--- config.mk ---
export PLATFORM = sky130hd
export DESIGN_NAME = stop_mode_wakeup_sequencer
export DESIGN_NICKNAME = d
export VERILOG_FILES = /design/src/verilog/stop_wake_pkg.sv /design/src/verilog/check_window_timer.sv /design/src/verilog/stop_mode_wakeup_sequencer.sv
export SDC_FILE = /design/constraint.sdc
export NUM_CORES = 1
export LEC_CHECK = 0
export BUFFER_PORTS_ARGS = -buffer_cell sky130_fd_sc_hd__clkbuf_2
export CAP_MARGIN = 20
export CORE_MARGIN = 2
export CORE_UTILIZATION = 50
export CTS_CLUSTER_DIAMETER = 50
export CTS_CLUSTER_SIZE = 14
export DETAILED_ROUTE_END_ITERATION = 7
export PLACE_DENSITY = 0.85
export RECOVER_POWER = 100
export SYNTH_ARGS = -nofsm -noshare
export SYNTH_HDL_FRONTEND = slang
export SYNTH_SLANG_ARGS = --single-unit
--- constraint.sdc ---
create_clock -name pclk -period 2.2 [get_ports pclk]
set_clock_uncertainty 0.05 [all_clocks]
set_input_delay 0.44 -clock pclk [delete_from_list [all_inputs] [get_ports pclk]]
set_output_delay 0.44 -clock pclk [all_outputs]
set_load 0.1 [all_outputs]
--- src/verilog/stop_wake_pkg.sv ---
// Shared constants for the stop-mode wake-up sequencer.
// Assumes a single 200 MHz APB clock domain.
package stop_wake_pkg;

  // Register byte offsets
  localparam logic [7:0] CTRL_OFS = 8'h00;
  localparam logic [7:0] STATUS_OFS = 8'h04;
  localparam logic [7:0] MASK_OFS = 8'h08;
  localparam logic [7:0] STATE_OFS = 8'h0c;

  // Control register field positions
  localparam int CTRL_MON_EN_BIT = 0;
  localparam int CTRL_SELF_EN_BIT = 1;
  localparam int CTRL_SELF_IRQ_EN_BIT = 2;
  localparam int CTRL_PSEUDO_BIT = 3;
  localparam int CTRL_PLL_SEL_BIT = 4;
  localparam int CTRL_W = 5;

  // Control defaults: monitor on, self-clocking allowed, irq off, full stop
  localparam logic [CTRL_W-1:0] CTRL_RESET = 5'h03;

  // Status and mask field positions
  localparam int ST_SELF_FLAG_BIT = 0;
  localparam int ST_WAKE_BIT = 1;
  localparam int ST_CMRST_BIT = 2;
  localparam int ST_W = 3;
  localparam logic [ST_W-1:0] ST_RESET = 3'h0;
  localparam logic [ST_W-1:0] MASK_RESET = 3'h0;

  // Clock check windows
  localparam int CHECK_WINDOW_CYCLES = 64;
  localparam int MAX_CHECK_WINDOWS = 50;
  localparam int WIN_CNT_W = 6;

  // Sequencer states
  typedef enum logic [3:0] {
    ST_RUN = 4'b0001,
    ST_PSTOP = 4'b0010,
    ST_FSTOP = 4'b0100,
    ST_CHECK = 4'b1000
  } seq_state_t;

endpackage : stop_wake_pkg
--- src/verilog/check_window_timer.sv ---
// Counts out one clock check window and pulses at its end.
// Assumes the quality checker's window length is given as a parameter.
module check_window_timer #(
  parameter int WINDOW_CYCLES = 64,
  parameter int CNT_W = 7
) (
  input wire logic pclk,
  input wire logic presetn,
  input wire logic run,
  output logic window_end
);

  logic [CNT_W-1:0] cnt_ff;
  logic [CNT_W-1:0] nxt_cnt;
  logic end_ff;
  logic nxt_end;

  // Count while running, restart when stopped
  always_comb begin
    nxt_cnt = '0;
    nxt_end = 1'b0;
    if (run) begin
      if (cnt_ff == CNT_W'(WINDOW_CYCLES - 1)) begin
        nxt_end = 1'b1;
      end else begin
        nxt_cnt = cnt_ff + CNT_W'(1);
      end
    end
  end

  always_ff @(posedge pclk or negedge presetn) begin
    if (!presetn) begin
      cnt_ff <= '0;
      end_ff <= 1'b0;
    end else begin
      cnt_ff <= nxt_cnt;
      end_ff <= nxt_end;
    end
  end

  assign window_end = end_ff;

endmodule : check_window_timer

--- src/verilog/stop_mode_wakeup_sequencer.sv ---
// Stop-mode wake-up sequencer: pseudo-stop and full-stop exit handling.
// Assumes core, interrupt logic and quality checker share pclk; inputs synchronous.
//
// What this block does
// - Pseudo-stop ends only on external reset, clock failure, or wake-up interrupt.
// - External reset in pseudo-stop restores defaults and starts the reset generator.
// - Clock loss, monitor on, self-clocking off: clock monitor reset, distinct vector.
// - Clock loss with self-clocking and its irq enabled: flag, self-clock, wake.
// - Self-clock irq disabled: flag still sets, processor stays in pseudo-stop.
// - Self-clocking keeps regulator and PLL on, checks repeat through pseudo-stop.
// - Later wake or reset exits on PLL self-clock; checks run until oscillator good.
// - Monitor disabled: clock loss in pseudo-stop is ignored.
// - Any other wake interrupt resumes normal operation at once.
// - Every stop exit clears PLL select; software sets it again.
// - Full stop wakes only on external interrupt or external reset.
// - Reset in full stop: defaults, up to 50 check windows, then reset generator.
// - Interrupt wake from full stop: up to 50 windows, pass releases clocks.
// - All windows fail: self-clock if enabled, else clock monitor reset.
// - Clock monitor is inactive during full stop.
// - Pseudo-stop select keeps oscillator running in stop; clear means full stop.
// - Full stop aborts running checks; a full timeout check starts at exit.
module stop_mode_wakeup_sequencer
  import stop_wake_pkg::*;
(
  input wire logic pclk,
  input wire logic presetn,
  input wire logic psel,
  input wire logic penable,
  input wire logic pwrite,
  input wire logic [7:0] paddr,
  input wire logic [31:0] pwdata,
  output logic [31:0] prdata,
  output logic pready,
  output logic pslverr,
  input wire logic stop_req,
  input wire logic wake_irq,
  input wire logic ext_reset,
  input wire logic osc_clock_fail,
  input wire logic osc_quality_good,
  output logic irq,
  output logic stop_active,
  output logic core_clock_enable,
  output logic oscillator_enable,
  output logic pll_enable,
  output logic voltage_regulator_enable,
  output logic self_clocked_operation,
  output logic pll_clock_select,
  output logic reset_gen_start,
  output logic clock_monitor_reset,
  output logic core_wake
);
  import stop_wake_pkg::*;

  // Register state
  logic [CTRL_W-1:0] ctrl_ff, nxt_ctrl;
  logic [ST_W-1:0] status_ff, nxt_status;
  logic [ST_W-1:0] mask_ff, nxt_mask;
  logic [31:0] prdata_ff, nxt_prdata;
  logic pready_ff, nxt_pready;
  logic pslverr_ff, nxt_pslverr;
  logic irq_ff, nxt_irq;

  // Sequencer state
  seq_state_t state_ff, nxt_state;
  logic check_rst_ff, nxt_check_rst;
  logic [WIN_CNT_W-1:0] win_ff, nxt_win;
  logic scm_ff, nxt_scm;
  logic stop_ff, nxt_stop;
  logic clk_en_ff, nxt_clk_en;
  logic osc_en_ff, nxt_osc_en;
  logic pll_en_ff, nxt_pll_en;
  logic voltage_regulator_en_ff, nxt_voltage_regulator_en;
  logic rst_start_ff, nxt_rst_start;
  logic cm_rst_ff, nxt_cm_rst;
  logic wake_ff, nxt_wake;

  // Events raised by the sequencer toward the register file
  logic ev_scm_flag, ev_wake, ev_cm_rst, clr_pll_clock_select, restore_defaults;
  logic window_end, timer_run;
  logic wr_en, mapped;

  logic mon_en, self_en, self_irq_en, pseudo_sel;
  assign mon_en = ctrl_ff[CTRL_MON_EN_BIT];
  assign self_en = ctrl_ff[CTRL_SELF_EN_BIT];
  assign self_irq_en = ctrl_ff[CTRL_SELF_IRQ_EN_BIT];
  assign pseudo_sel = ctrl_ff[CTRL_PSEUDO_BIT];

  // Window timer runs in exit checks and in self-clocking outside full stop
  assign timer_run = (state_ff == ST_CHECK) || (scm_ff && (state_ff != ST_FSTOP));

  check_window_timer #(
    .WINDOW_CYCLES(CHECK_WINDOW_CYCLES),
    .CNT_W(7)
  ) u_window (
    .pclk(pclk),
    .presetn(presetn),
    .run(timer_run),
    .window_end(window_end)
  );

  // Sequencer next state
  always_comb begin
    nxt_state = state_ff;
    nxt_check_rst = check_rst_ff;
    nxt_win = win_ff;
    nxt_scm = scm_ff;
    nxt_rst_start = 1'b0;
    nxt_cm_rst = 1'b0;
    nxt_wake = 1'b0;
    ev_scm_flag = 1'b0;
    ev_wake = 1'b0;
    ev_cm_rst = 1'b0;
    clr_pll_clock_select = 1'b0;
    restore_defaults = 1'b0;
    // Continuous self-clock checking ends at the first good window
    if (scm_ff && window_end && osc_quality_good && (state_ff != ST_CHECK)) begin
      nxt_scm = 1'b0;
    end
    unique case (state_ff)
      ST_RUN: begin
        if (ext_reset) begin
          restore_defaults = 1'b1;
        end else if (stop_req) begin
          clr_pll_clock_select = 1'b1;
          nxt_state = pseudo_sel ? ST_PSTOP : ST_FSTOP;
        end
      end
      ST_PSTOP: begin
        if (ext_reset) begin
          restore_defaults = 1'b1;
          nxt_rst_start = 1'b1;
          nxt_wake = 1'b1;
          clr_pll_clock_select = 1'b1;
          nxt_state = ST_RUN;
        end else if (mon_en && osc_clock_fail) begin
          if (!self_en) begin
            nxt_cm_rst = 1'b1;
            nxt_rst_start = 1'b1;
            ev_cm_rst = 1'b1;
            restore_defaults = 1'b1;
            nxt_wake = 1'b1;
            clr_pll_clock_select = 1'b1;
            nxt_state = ST_RUN;
          end else begin
            ev_scm_flag = 1'b1;
            nxt_scm = 1'b1;
            if (self_irq_en) begin
              nxt_wake = 1'b1;
              ev_wake = 1'b1;
              clr_pll_clock_select = 1'b1;
              nxt_state = ST_RUN;
            end
          end
        end else if (wake_irq) begin
          nxt_wake = 1'b1;
          ev_wake = 1'b1;
          clr_pll_clock_select = 1'b1;
          nxt_state = ST_RUN;
        end
        // Loss with monitor off falls through with no action
      end
      ST_FSTOP: begin
        // Clock monitor input is not looked at here
        nxt_scm = 1'b0;
        if (ext_reset) begin
          restore_defaults = 1'b1;
          nxt_check_rst = 1'b1;
          nxt_win = '0;
          nxt_state = ST_CHECK;
        end else if (wake_irq) begin
          nxt_check_rst = 1'b0;
          nxt_win = '0;
          nxt_state = ST_CHECK;
        end
      end
      ST_CHECK: begin
        if (window_end) begin
          if (osc_quality_good) begin
            nxt_rst_start = check_rst_ff;
            nxt_wake = 1'b1;
            ev_wake = 1'b1;
            clr_pll_clock_select = 1'b1;
            nxt_state = ST_RUN;
          end else if (win_ff == WIN_CNT_W'(MAX_CHECK_WINDOWS - 1)) begin
            clr_pll_clock_select = 1'b1;
            nxt_wake = 1'b1;
            nxt_state = ST_RUN;
            if (self_en) begin
              nxt_scm = 1'b1;
              nxt_rst_start = check_rst_ff;
              ev_wake = 1'b1;
            end else begin
              nxt_cm_rst = 1'b1;
              nxt_rst_start = 1'b1;
              ev_cm_rst = 1'b1;
              restore_defaults = 1'b1;
            end
          end else begin
            nxt_win = win_ff + WIN_CNT_W'(1);
          end
        end
      end
    endcase
  end

  // Clock and power controls derived from the next state
  always_comb begin
    nxt_stop = (nxt_state != ST_RUN);
    nxt_clk_en = (nxt_state == ST_RUN);
    nxt_osc_en = (nxt_state != ST_FSTOP);
    nxt_pll_en = nxt_scm || pll_clock_select_next();
    nxt_voltage_regulator_en = (nxt_state != ST_FSTOP) && (nxt_state != ST_PSTOP || nxt_scm);
  end

  function automatic logic pll_clock_select_next();
    pll_clock_select_next = nxt_ctrl[CTRL_PLL_SEL_BIT];
  endfunction : pll_clock_select_next

  always_ff @(posedge pclk or negedge presetn) begin
    if (!presetn) begin
      state_ff <= ST_RUN;
      check_rst_ff <= 1'b0;
      win_ff <= '0;
      scm_ff <= 1'b0;
      stop_ff <= 1'b0;
      clk_en_ff <= 1'b1;
      osc_en_ff <= 1'b1;
      pll_en_ff <= 1'b0;
      voltage_regulator_en_ff <= 1'b1;
      rst_start_ff <= 1'b0;
      cm_rst_ff <= 1'b0;
      wake_ff <= 1'b0;
    end else begin
      state_ff <= nxt_state;
      check_rst_ff <= nxt_check_rst;
      win_ff <= nxt_win;
      scm_ff <= nxt_scm;
      stop_ff <= nxt_stop;
      clk_en_ff <= nxt_clk_en;
      osc_en_ff <= nxt_osc_en;
      pll_en_ff <= nxt_pll_en;
      voltage_regulator_en_ff <= nxt_voltage_regulator_en;
      rst_start_ff <= nxt_rst_start;
      cm_rst_ff <= nxt_cm_rst;
      wake_ff <= nxt_wake;
    end
  end

  // APB decode: zero-wait answer in the first access cycle
  assign wr_en = psel && penable && pready_ff && pwrite;
  assign mapped = (paddr == CTRL_OFS) || (paddr == STATUS_OFS) ||
                  (paddr == MASK_OFS) || (paddr == STATE_OFS);

  // Register file next values
  always_comb begin
    nxt_ctrl = ctrl_ff;
    nxt_status = status_ff;
    nxt_mask = mask_ff;
    nxt_pready = psel && !penable;
    nxt_pslverr = psel && !penable && !mapped;
    nxt_prdata = prdata_ff;
    if (psel && !penable) begin
      unique case (paddr)
        CTRL_OFS: nxt_prdata = {27'h000_0000, ctrl_ff};
        STATUS_OFS: nxt_prdata = {29'h0000_0000, status_ff};
        MASK_OFS: nxt_prdata = {29'h0000_0000, mask_ff};
        STATE_OFS: nxt_prdata = {26'h000_0000, scm_ff, stop_ff, state_ff};
        default: nxt_prdata = 32'h0000_0000;
      endcase
    end
    if (wr_en) begin
      unique case (paddr)
        CTRL_OFS: nxt_ctrl = pwdata[CTRL_W-1:0];
        STATUS_OFS: nxt_status = status_ff & ~pwdata[ST_W-1:0];
        MASK_OFS: nxt_mask = pwdata[ST_W-1:0];
        default: nxt_ctrl = ctrl_ff;
      endcase
    end
    // Hardware events win over software writes
    if (clr_pll_clock_select) begin
      nxt_ctrl[CTRL_PLL_SEL_BIT] = 1'b0;
    end
    if (restore_defaults) begin
      nxt_ctrl = CTRL_RESET;
    end
    nxt_status[ST_SELF_FLAG_BIT] = nxt_status[ST_SELF_FLAG_BIT] | ev_scm_flag;
    nxt_status[ST_WAKE_BIT] = nxt_status[ST_WAKE_BIT] | ev_wake;
    nxt_status[ST_CMRST_BIT] = nxt_status[ST_CMRST_BIT] | ev_cm_rst;
    nxt_irq = |(nxt_status & nxt_mask);
  end

  always_ff @(posedge pclk or negedge presetn) begin
    if (!presetn) begin
      ctrl_ff <= CTRL_RESET;
      status_ff <= ST_RESET;
      mask_ff <= MASK_RESET;
      prdata_ff <= 32'h0000_0000;
      pready_ff <= 1'b0;
      pslverr_ff <= 1'b0;
      irq_ff <= 1'b0;
    end else begin
      ctrl_ff <= nxt_ctrl;
      status_ff <= nxt_status;
      mask_ff <= nxt_mask;
      prdata_ff <= nxt_prdata;
      pready_ff <= nxt_pready;
      pslverr_ff <= nxt_pslverr;
      irq_ff <= nxt_irq;
    end
  end

  // Outputs straight from flip-flops
  assign prdata = prdata_ff;
  assign pready = pready_ff;
  assign pslverr = pslverr_ff;
  assign irq = irq_ff;
  assign stop_active = stop_ff;
  assign core_clock_enable = clk_en_ff;
  assign oscillator_enable = osc_en_ff;
  assign pll_enable = pll_en_ff;
  assign voltage_regulator_enable = voltage_regulator_en_ff;
  assign self_clocked_operation = scm_ff;
  assign pll_clock_select = ctrl_ff[CTRL_PLL_SEL_BIT];
  assign reset_gen_start = rst_start_ff;
  assign clock_monitor_reset = cm_rst_ff;
  assign core_wake = wake_ff;

endmodule : stop_mode_wakeup_sequencer

==> flow_summary_export.csv, run 1 <==
group,metric,value,unit
run_status,status,"complete, no violations",
drt,routedWlPerCell,13.8,µm
cells_and_area,layout-drive-gt1-share,0.245,
die,die_h,77.3,µm
die,core_area,5140,µm²
pwr,power.switching,0.00129,W
grt,grt_pass1_wl,9240,µm
sta,finalSetupTns,0,ns
drt,route.met2.wl,2700,µm
drt,ant_nets,0,
place,hpwl,4080,µm
yosys,ys.flop_type,"dfrtp_1",
grt,antenna_found_initial,0,
worst_setup_path,cp_max_fo,11,
cells_and_area,fillerInstances,459,
die,die_area,5970,µm²
cells_and_area,regArea,1210,µm²
cts,numCtsBuffers,5,
die,fp-row-count,26,
yosys,synth_cell_type_count,65,
cells_and_area,diodes,0,
place,port_buffers,41,
worst_hold_path,hp-class,"in -> reg",
sta,fmax,0.485,GHz
pwr,p_seq_frac,0.371,
cts,postCtsHoldBufs,0,
drt,wl_met1,2310,µm
drt,wl_met3,334,µm
cells_and_area,fin_util,0.592,
die,start_util,0.522,
cts,cts.clk_slew.worst_paths,0.09,ns
cells_and_area,multi_input_area,1300,µm²
worst_setup_path,path_common_cell,"buf_4",
cts,h-tree-depth,2,
die,io_pins,95,
cts,clock_latency,0.30,ns
drt,avgViaCountPerCell,5.41,
grt,grt_max_degree,49,
yosys,synth-edff-count,0,
pwr,total_power,0.00292,W
drt,wl,5420,µm
sta,fin_crit,2.06,ns
pwr,combPwrFrac,0.445,
worst_setup_path,required,2.34,ns
worst_setup_path,crit_buf_inv,2,
sta,setup_viol,0,
grt,grt_util_all_layers,0.192,
place,dp.cells,381,
pwr,p_int,0.00162,W
place,gp_routability_congestion,0.866,
yosys,synthCells,268,
yosys,synth_top_area_cell,"dfrtp_1",
cts,cts_root_buffer,"clkbuf_8",
worst_setup_path,crit_path_end_kind,"register",
grt,grt_pass1_vias,2021,
pwr,pwr-share-clk,0.184,
yosys,synth_top_cell_area_share,0.391,
pwr,p_leak,1.45,nW
cells_and_area,final_cell_mix,"dfrtp_1 (41), clkbuf_2 (39), nor2_1 (27)",
worst_setup_path,startpoint,"state_ff[3]",
yosys,ys_seq_area_frac,0.450,
drt,highest_layer,"met4",
cts,cts.sinks,48,
worst_setup_path,start_kind,"register",
worst_setup_path,cp_cell_sequence,"buf_4 -> nor4b_1 -> o31ai_1 -> a31oi_1 -> o21ai_1 -> buf_4 -> o41ai_1",
sta,maxSlewViolCount,0,
cells_and_area,final_nets,374,
worst_setup_path,cp_top_family,"compound AO/OA/AOI/OAI gates",
worst_setup_path,crit_type,"reg -> reg",
yosys,ys_ff_latch,48,
die,die_x,77.3,µm
sta,rsz0062_at_grt,"no",
pwr,cellPowerDensity,959,nW/µm²
sta,final_hold_viol_count,0,
flow_run,maxCapViolations,0,
yosys,ys_warn_count,0,
grt,grt_overflow,0,
worst_setup_path,reg2reg_from,"state_ff[3]",
drt,firstDrtPassIters,4,
drt,drt_iter0_markers,161,
pwr,p_sw_frac,0.443,
worst_setup_path,cpPeakStageDelay,0.42,ns
cells_and_area,stdcell_count,392,
yosys,avgSynthCellArea,10.0,µm²
sta,whs,0.349,ns
drt,vias,2120,
yosys,syn-cell-area,2690,µm²
cts,cts_tree,"yes",
sta,max_slew_margin,0.228,
pwr,vdd_drop_max,0.782,mV
worst_hold_path,hold_start,"pwdata[3]",
drt,drc,0,
yosys,synthArstFlopShare,1.00,
worst_setup_path,cpMaxStageDelayCell,"dfrtp_1",
cts,clockBufferDepth,2,
cells_and_area,area_growth,13.2,%
yosys,synth.area.top_cells,"dfrtp_1 (39%), buf_4 (7.3%), dfstp_2 (5.9%)",
sta,worstMarginPinSlew,1.16,ns
cells_and_area,final_common_cell,"dfrtp_1",
sta,final.period_utilization,0.937,
worst_setup_path,worstPathArrival,2.20,ns
cell type report:
cell class              count  area share
clock buffers               7      0.0284
clock inverters             1     0.00247
inverters                  11      0.0136
multi-input cells         199       0.428
flip-flops and latches     48       0.398
well taps                  70      0.0288
repair buffers             56       0.101
Yosys cell counts, drive strengths merged, types with 4 or more instances:
cell type / instances
a21oi: 4
buf: 29
clkbuf: 6
dfrtp: 42
dfstp: 6
inv: 11
mux2i: 4
nand2: 24
nand2b: 4
nand3: 4
nand4: 4
nor2: 27
nor2b: 4
nor3b: 5
nor4: 6
nor4b: 4
o21ai: 8
xnor2: 4
xor2: 4
repair_timing:
item / 4_1_cts / 5_1_grt
endpoints found under the setup margin: 0 / 6
gates resized for setup: 0 / 3
setup buffers: 0 / 3
endpoints found under the hold margin: 0 / 0
worst paths after layout:
check / end / slack (ns) / cells past startpoint
setup / recovery: pll_enable / 0.14 / 7
max in group asynchronous: pready / 0.93 / 2
setup reg to reg: pll_enable / 0.14 / 7
hold reg to reg: u_window.window_end / 0.42 / 1
min in group asynchronous: u_window.cnt_ff[5] / 0.37 / 2
hold / removal: ctrl_ff[3] / 0.35 / 3
state kept, by name, indices dropped and copies added (netlist names), 3 cells and up:
name	flops
mask_ff	3
status_ff	3
u_window.cnt_ff	7
state_ff	4
prdata	6
win_ff	6
ctrl_ff	5
worst reg2reg max path: cells and delay by family (launching register included):
family                 cells  cell delay, ns
AND/OR/NAND/NOR            1            0.35
flip-flops                 1            0.42
buffers and inverters      2            0.36
AO/OA/AOI/OAI              4            0.78
power by group through the flow:
| stage | registers, W | logic [W] | clock network [W] |
|---|---|---|---|
| 3_3_place_gp | 0.00109 | 0.00127 | 0 |
| 3_5_place_dp | 0.00110 | 0.00129 | 0 |
| 5_1_grt | 0.00110 | 0.00140 | 0.000591 |
| 6_report | 0.00108 | 0.00130 | 0.000537 |
| 2_1_floorplan | 0.00137 | 0.000772 | 0 |
| 4_1_cts | 0.00108 | 0.00130 | 0.000551 |
layer usage:
metal | track usage | vias up
li1 | - | 1020
met1 | 0.241 | 1019
met2 | 0.328 | 71
met3 | 0.0447 | 10
met4 | 0.0625 | 0
met5 | 0 | -
cells by family after synthesis:
| logic type | after synthesis | share of synthesized area |
|---|---|---|
| xor+xnor | 8 | 0.0261 |
| flops | 48 | 0.450 |
| mux | 10 | 0.0527 |
| compound gates | 52 | 0.144 |
| simple gates | 100 | 0.207 |
| fa+ha+maj | 3 | 0.0140 |
| other cells | 1 | 0.00140 |
| buf+inv | 46 | 0.104 |
metrics by stage:
| step | setup WS [ns] | area, µm² |
|---|---|---|
| 2_1_floorplan | 0.188 | 2780 |
| 4_1_cts | 0.131 | 3030 |
| 5_1_grt | 0.0140 | 3040 |
| 3_3_place_gp | 0.106 | 2940 |
| 3_5_place_dp | 0.0946 | 2940 |
| 6_report | 0.138 | 3040 |
Note: power is estimated with default switching activity, not from simulation.
==> inputs of run 2 (changes only) <==
--- a/config.mk
+++ b/config.mk
@@ -16,4 +16,5 @@
 export RECOVER_POWER = 100
 export SYNTH_ARGS = -nofsm -noshare
 export SYNTH_HDL_FRONTEND = slang
+export SYNTH_HIERARCHICAL = 1
 export SYNTH_SLANG_ARGS = --single-unit
==> flow_summary_export.csv, run 2 <==
group,metric,value,unit
run_status,status,"complete, no violations",
worst_setup_path,reg2reg_depth,5,
worst_setup_path,crit_path_end_kind,"register",
worst_setup_path,required,2.38,ns
yosys,synth.area.top_cells,"dfrtp_1 (39%), buf_4 (7.7%), dfstp_2 (5.8%)",
sta,worstMarginPinSlew,1.19,ns
worst_setup_path,reg2reg_from,"state_ff[1]",
grt,grt_util_all_layers,0.191,
drt,firstDrtPassIters,4,
yosys,ys_ff_latch,48,
sta,final.period_utilization,0.964,
pwr,vdd_drop_max,0.470,mV
yosys,ys_warn_count,6,
cells_and_area,area_growth,11.2,%
worst_setup_path,startpoint,"state_ff[1]",
cells_and_area,final_cell_mix,"dfrtp_1 (41), clkbuf_2 (38), nor2_1 (26), conb_1 (26), nand2_1 (19)",
cts,cts_root_buffer,"clkbuf_8",
worst_setup_path,r2r-end,"voltage_regulator_enable",
yosys,synthCells,269,
die,die_x,77.7,µm
cells_and_area,final_nets,371,
sta,setup_viol,0,
cells_and_area,regMostFlops,"u_window/cnt_ff",
sta,maxSlewViolCount,0,
yosys,synth_top_area_cell,"dfrtp_1",
cts,cts_tree,"yes",
worst_setup_path,regToRegSetupSlack,0.08,ns
pwr,cellPowerDensity,885,nW/µm²
yosys,syn-cell-area,2720,µm²
worst_setup_path,worstPathArrival,2.30,ns
cells_and_area,layout-drive-gt1-share,0.257,
drt,drt_iter0_markers,209,
cts,cts.sinks,48,
yosys,ys_seq_area_frac,0.445,
grt,antenna_found_initial,0,
die,die_area,6040,µm²
worst_setup_path,cp_max_fo,10,
cts,cts.repair.resized,0,
pwr,p_leak,1.47,nW
drt,highest_layer,"met4",
worst_setup_path,crit_type,"reg -> reg",
grt,grt_pass1_wl,9290,µm
cells_and_area,largest_reg_flops,7,
yosys,ys.flop_type,"dfrtp_1",
cells_and_area,diodes,0,
yosys,synthArstFlopShare,1.00,
worst_setup_path,start_kind,"register",
place,port_buffers,41,
die,start_util,0.525,
drt,vias,2070,
die,core_area,5170,µm²
yosys,synth_common_cells,"dfrtp_1 (42), buf_4 (28), nor2_1 (26)",
drt,ant_nets,0,
yosys,synth_cell_type_count,65,
yosys,avgSynthCellArea,10.1,µm²
sta,max_slew_margin,0.205,
cts,cts_setup_buffers,0,
grt,grt_max_degree,25,
drt,routedWlPerCell,14.3,µm
cells_and_area,fillerInstances,437,
place,postPlaceCellArea,2940,µm²
cts,postCtsHoldBufs,0,
yosys,synth-edff-count,0,
place,gp_routability_congestion,0.949,
die,io_pins,95,
drt,wl_met3,311,µm
worst_hold_path,hp-class,"in -> async",
die,fp-row-count,26,
drt,drc,0,
cts,numCtsBuffers,5,
grt,grt_pass1_vias,1976,
cells_and_area,final_common_cell,"dfrtp_1",
sta,fin_crit,2.12,ns
pwr,total_power,0.00267,W
cells_and_area,stdcell_area,3020,µm²
worst_setup_path,critPathCapture,"voltage_regulator_enable",
cts,h-tree-depth,2,
cts,clock_latency,0.30,ns
yosys,synth_top_cell_area_share,0.387,
yosys,yosysMostFrequentCell,"dfrtp_1",
flow_run,maxCapViolations,0,
grt,grt_overflow,0,
drt,avgViaCountPerCell,5.32,
cts,cts.clk_slew.worst_paths,0.08,ns
drt,wl_met1,2480,µm
sta,fmax,0.472,GHz
sta,final_hold_viol_count,0,
drt,wl,5550,µm
die,die_h,77.7,µm
drt,route.met2.wl,2730,µm
cts,clockBufferDepth,2,
place,hpwl,4230,µm
## run 2: cell families after synthesis
kind of cell	synth area share
mux	0.0479
other cells	0.00138
buf+inv	0.110
flops	0.445
compound gates	0.163
simple gates	0.194
xor+xnor	0.0258
fa+ha+maj	0.0138
## run 2: layout make-up
class                           instances  area (µm²)  share of cell area
Multi-Input combinational cell        197        1300               0.431
Sequential cell                        48        1210               0.401
Timing Repair Buffer                   51         269              0.0891
Tap cell                               70        87.6              0.0290
Clock buffer                            7        86.3              0.0286
Inverter                               15        56.3              0.0186
Clock inverter                          1        7.51             0.00249
## run 2: worst min-delay path by stage
stage | slack, ns | depth (start not counted) | from | endpoint
global placement | 0.39 | 1 | u_window/cnt_ff[6] | u_window/window_end
detailed placement | 0.41 | 1 | presetn | u_window/cnt_ff[6]
CTS | 0.08 | 1 | presetn | u_window/cnt_ff[6]
finish | 0.31 | 1 | presetn | u_window/window_end
floorplan | 0.09 | 0 | presetn | check_rst_ff
global route | 0.33 | 3 | pwdata[3] | ctrl_ff[3]
## run 2: metal layers
layer  global-route usage  vias up
li1                     -     1005
met1                0.268      993
met2                0.301       66
met3               0.0349        6
met4               0.0554        0
met5                    0        -
## run 2: through the flow
stage,worst slack [ns],instances,util,TNS (ns),hold WS [ns]
floorplan,0.187,294,-,0,0.0944
global placement,0.0800,381,0.568,0,0.395
detailed placement,0.0205,381,0.568,0,0.410
CTS,0.00300,389,0.586,0,0.0797
global route,-0.00175,389,0.584,-0.00175,0.328
finish,0.0797,389,0.584,0,0.310
## run 2: power by group
group	total (W)	internal [W]	switching [W]	leakage (nW)
logic	0.00104	0.000310	0.000735	0.805
registers	0.00108	0.000981	0.000101	0.625
clock network	0.000544	0.000256	0.000288	0.0445
total	0.00267	0.00155	0.00112	1.47
## run 2: critical path: stages (launching register included)
cell and delay, ns:
dfrtp_1 0.57, or4b_4 0.55, or3_4 0.40, o211a_1 0.16, and3_1 0.20, o211ai_2 0.13
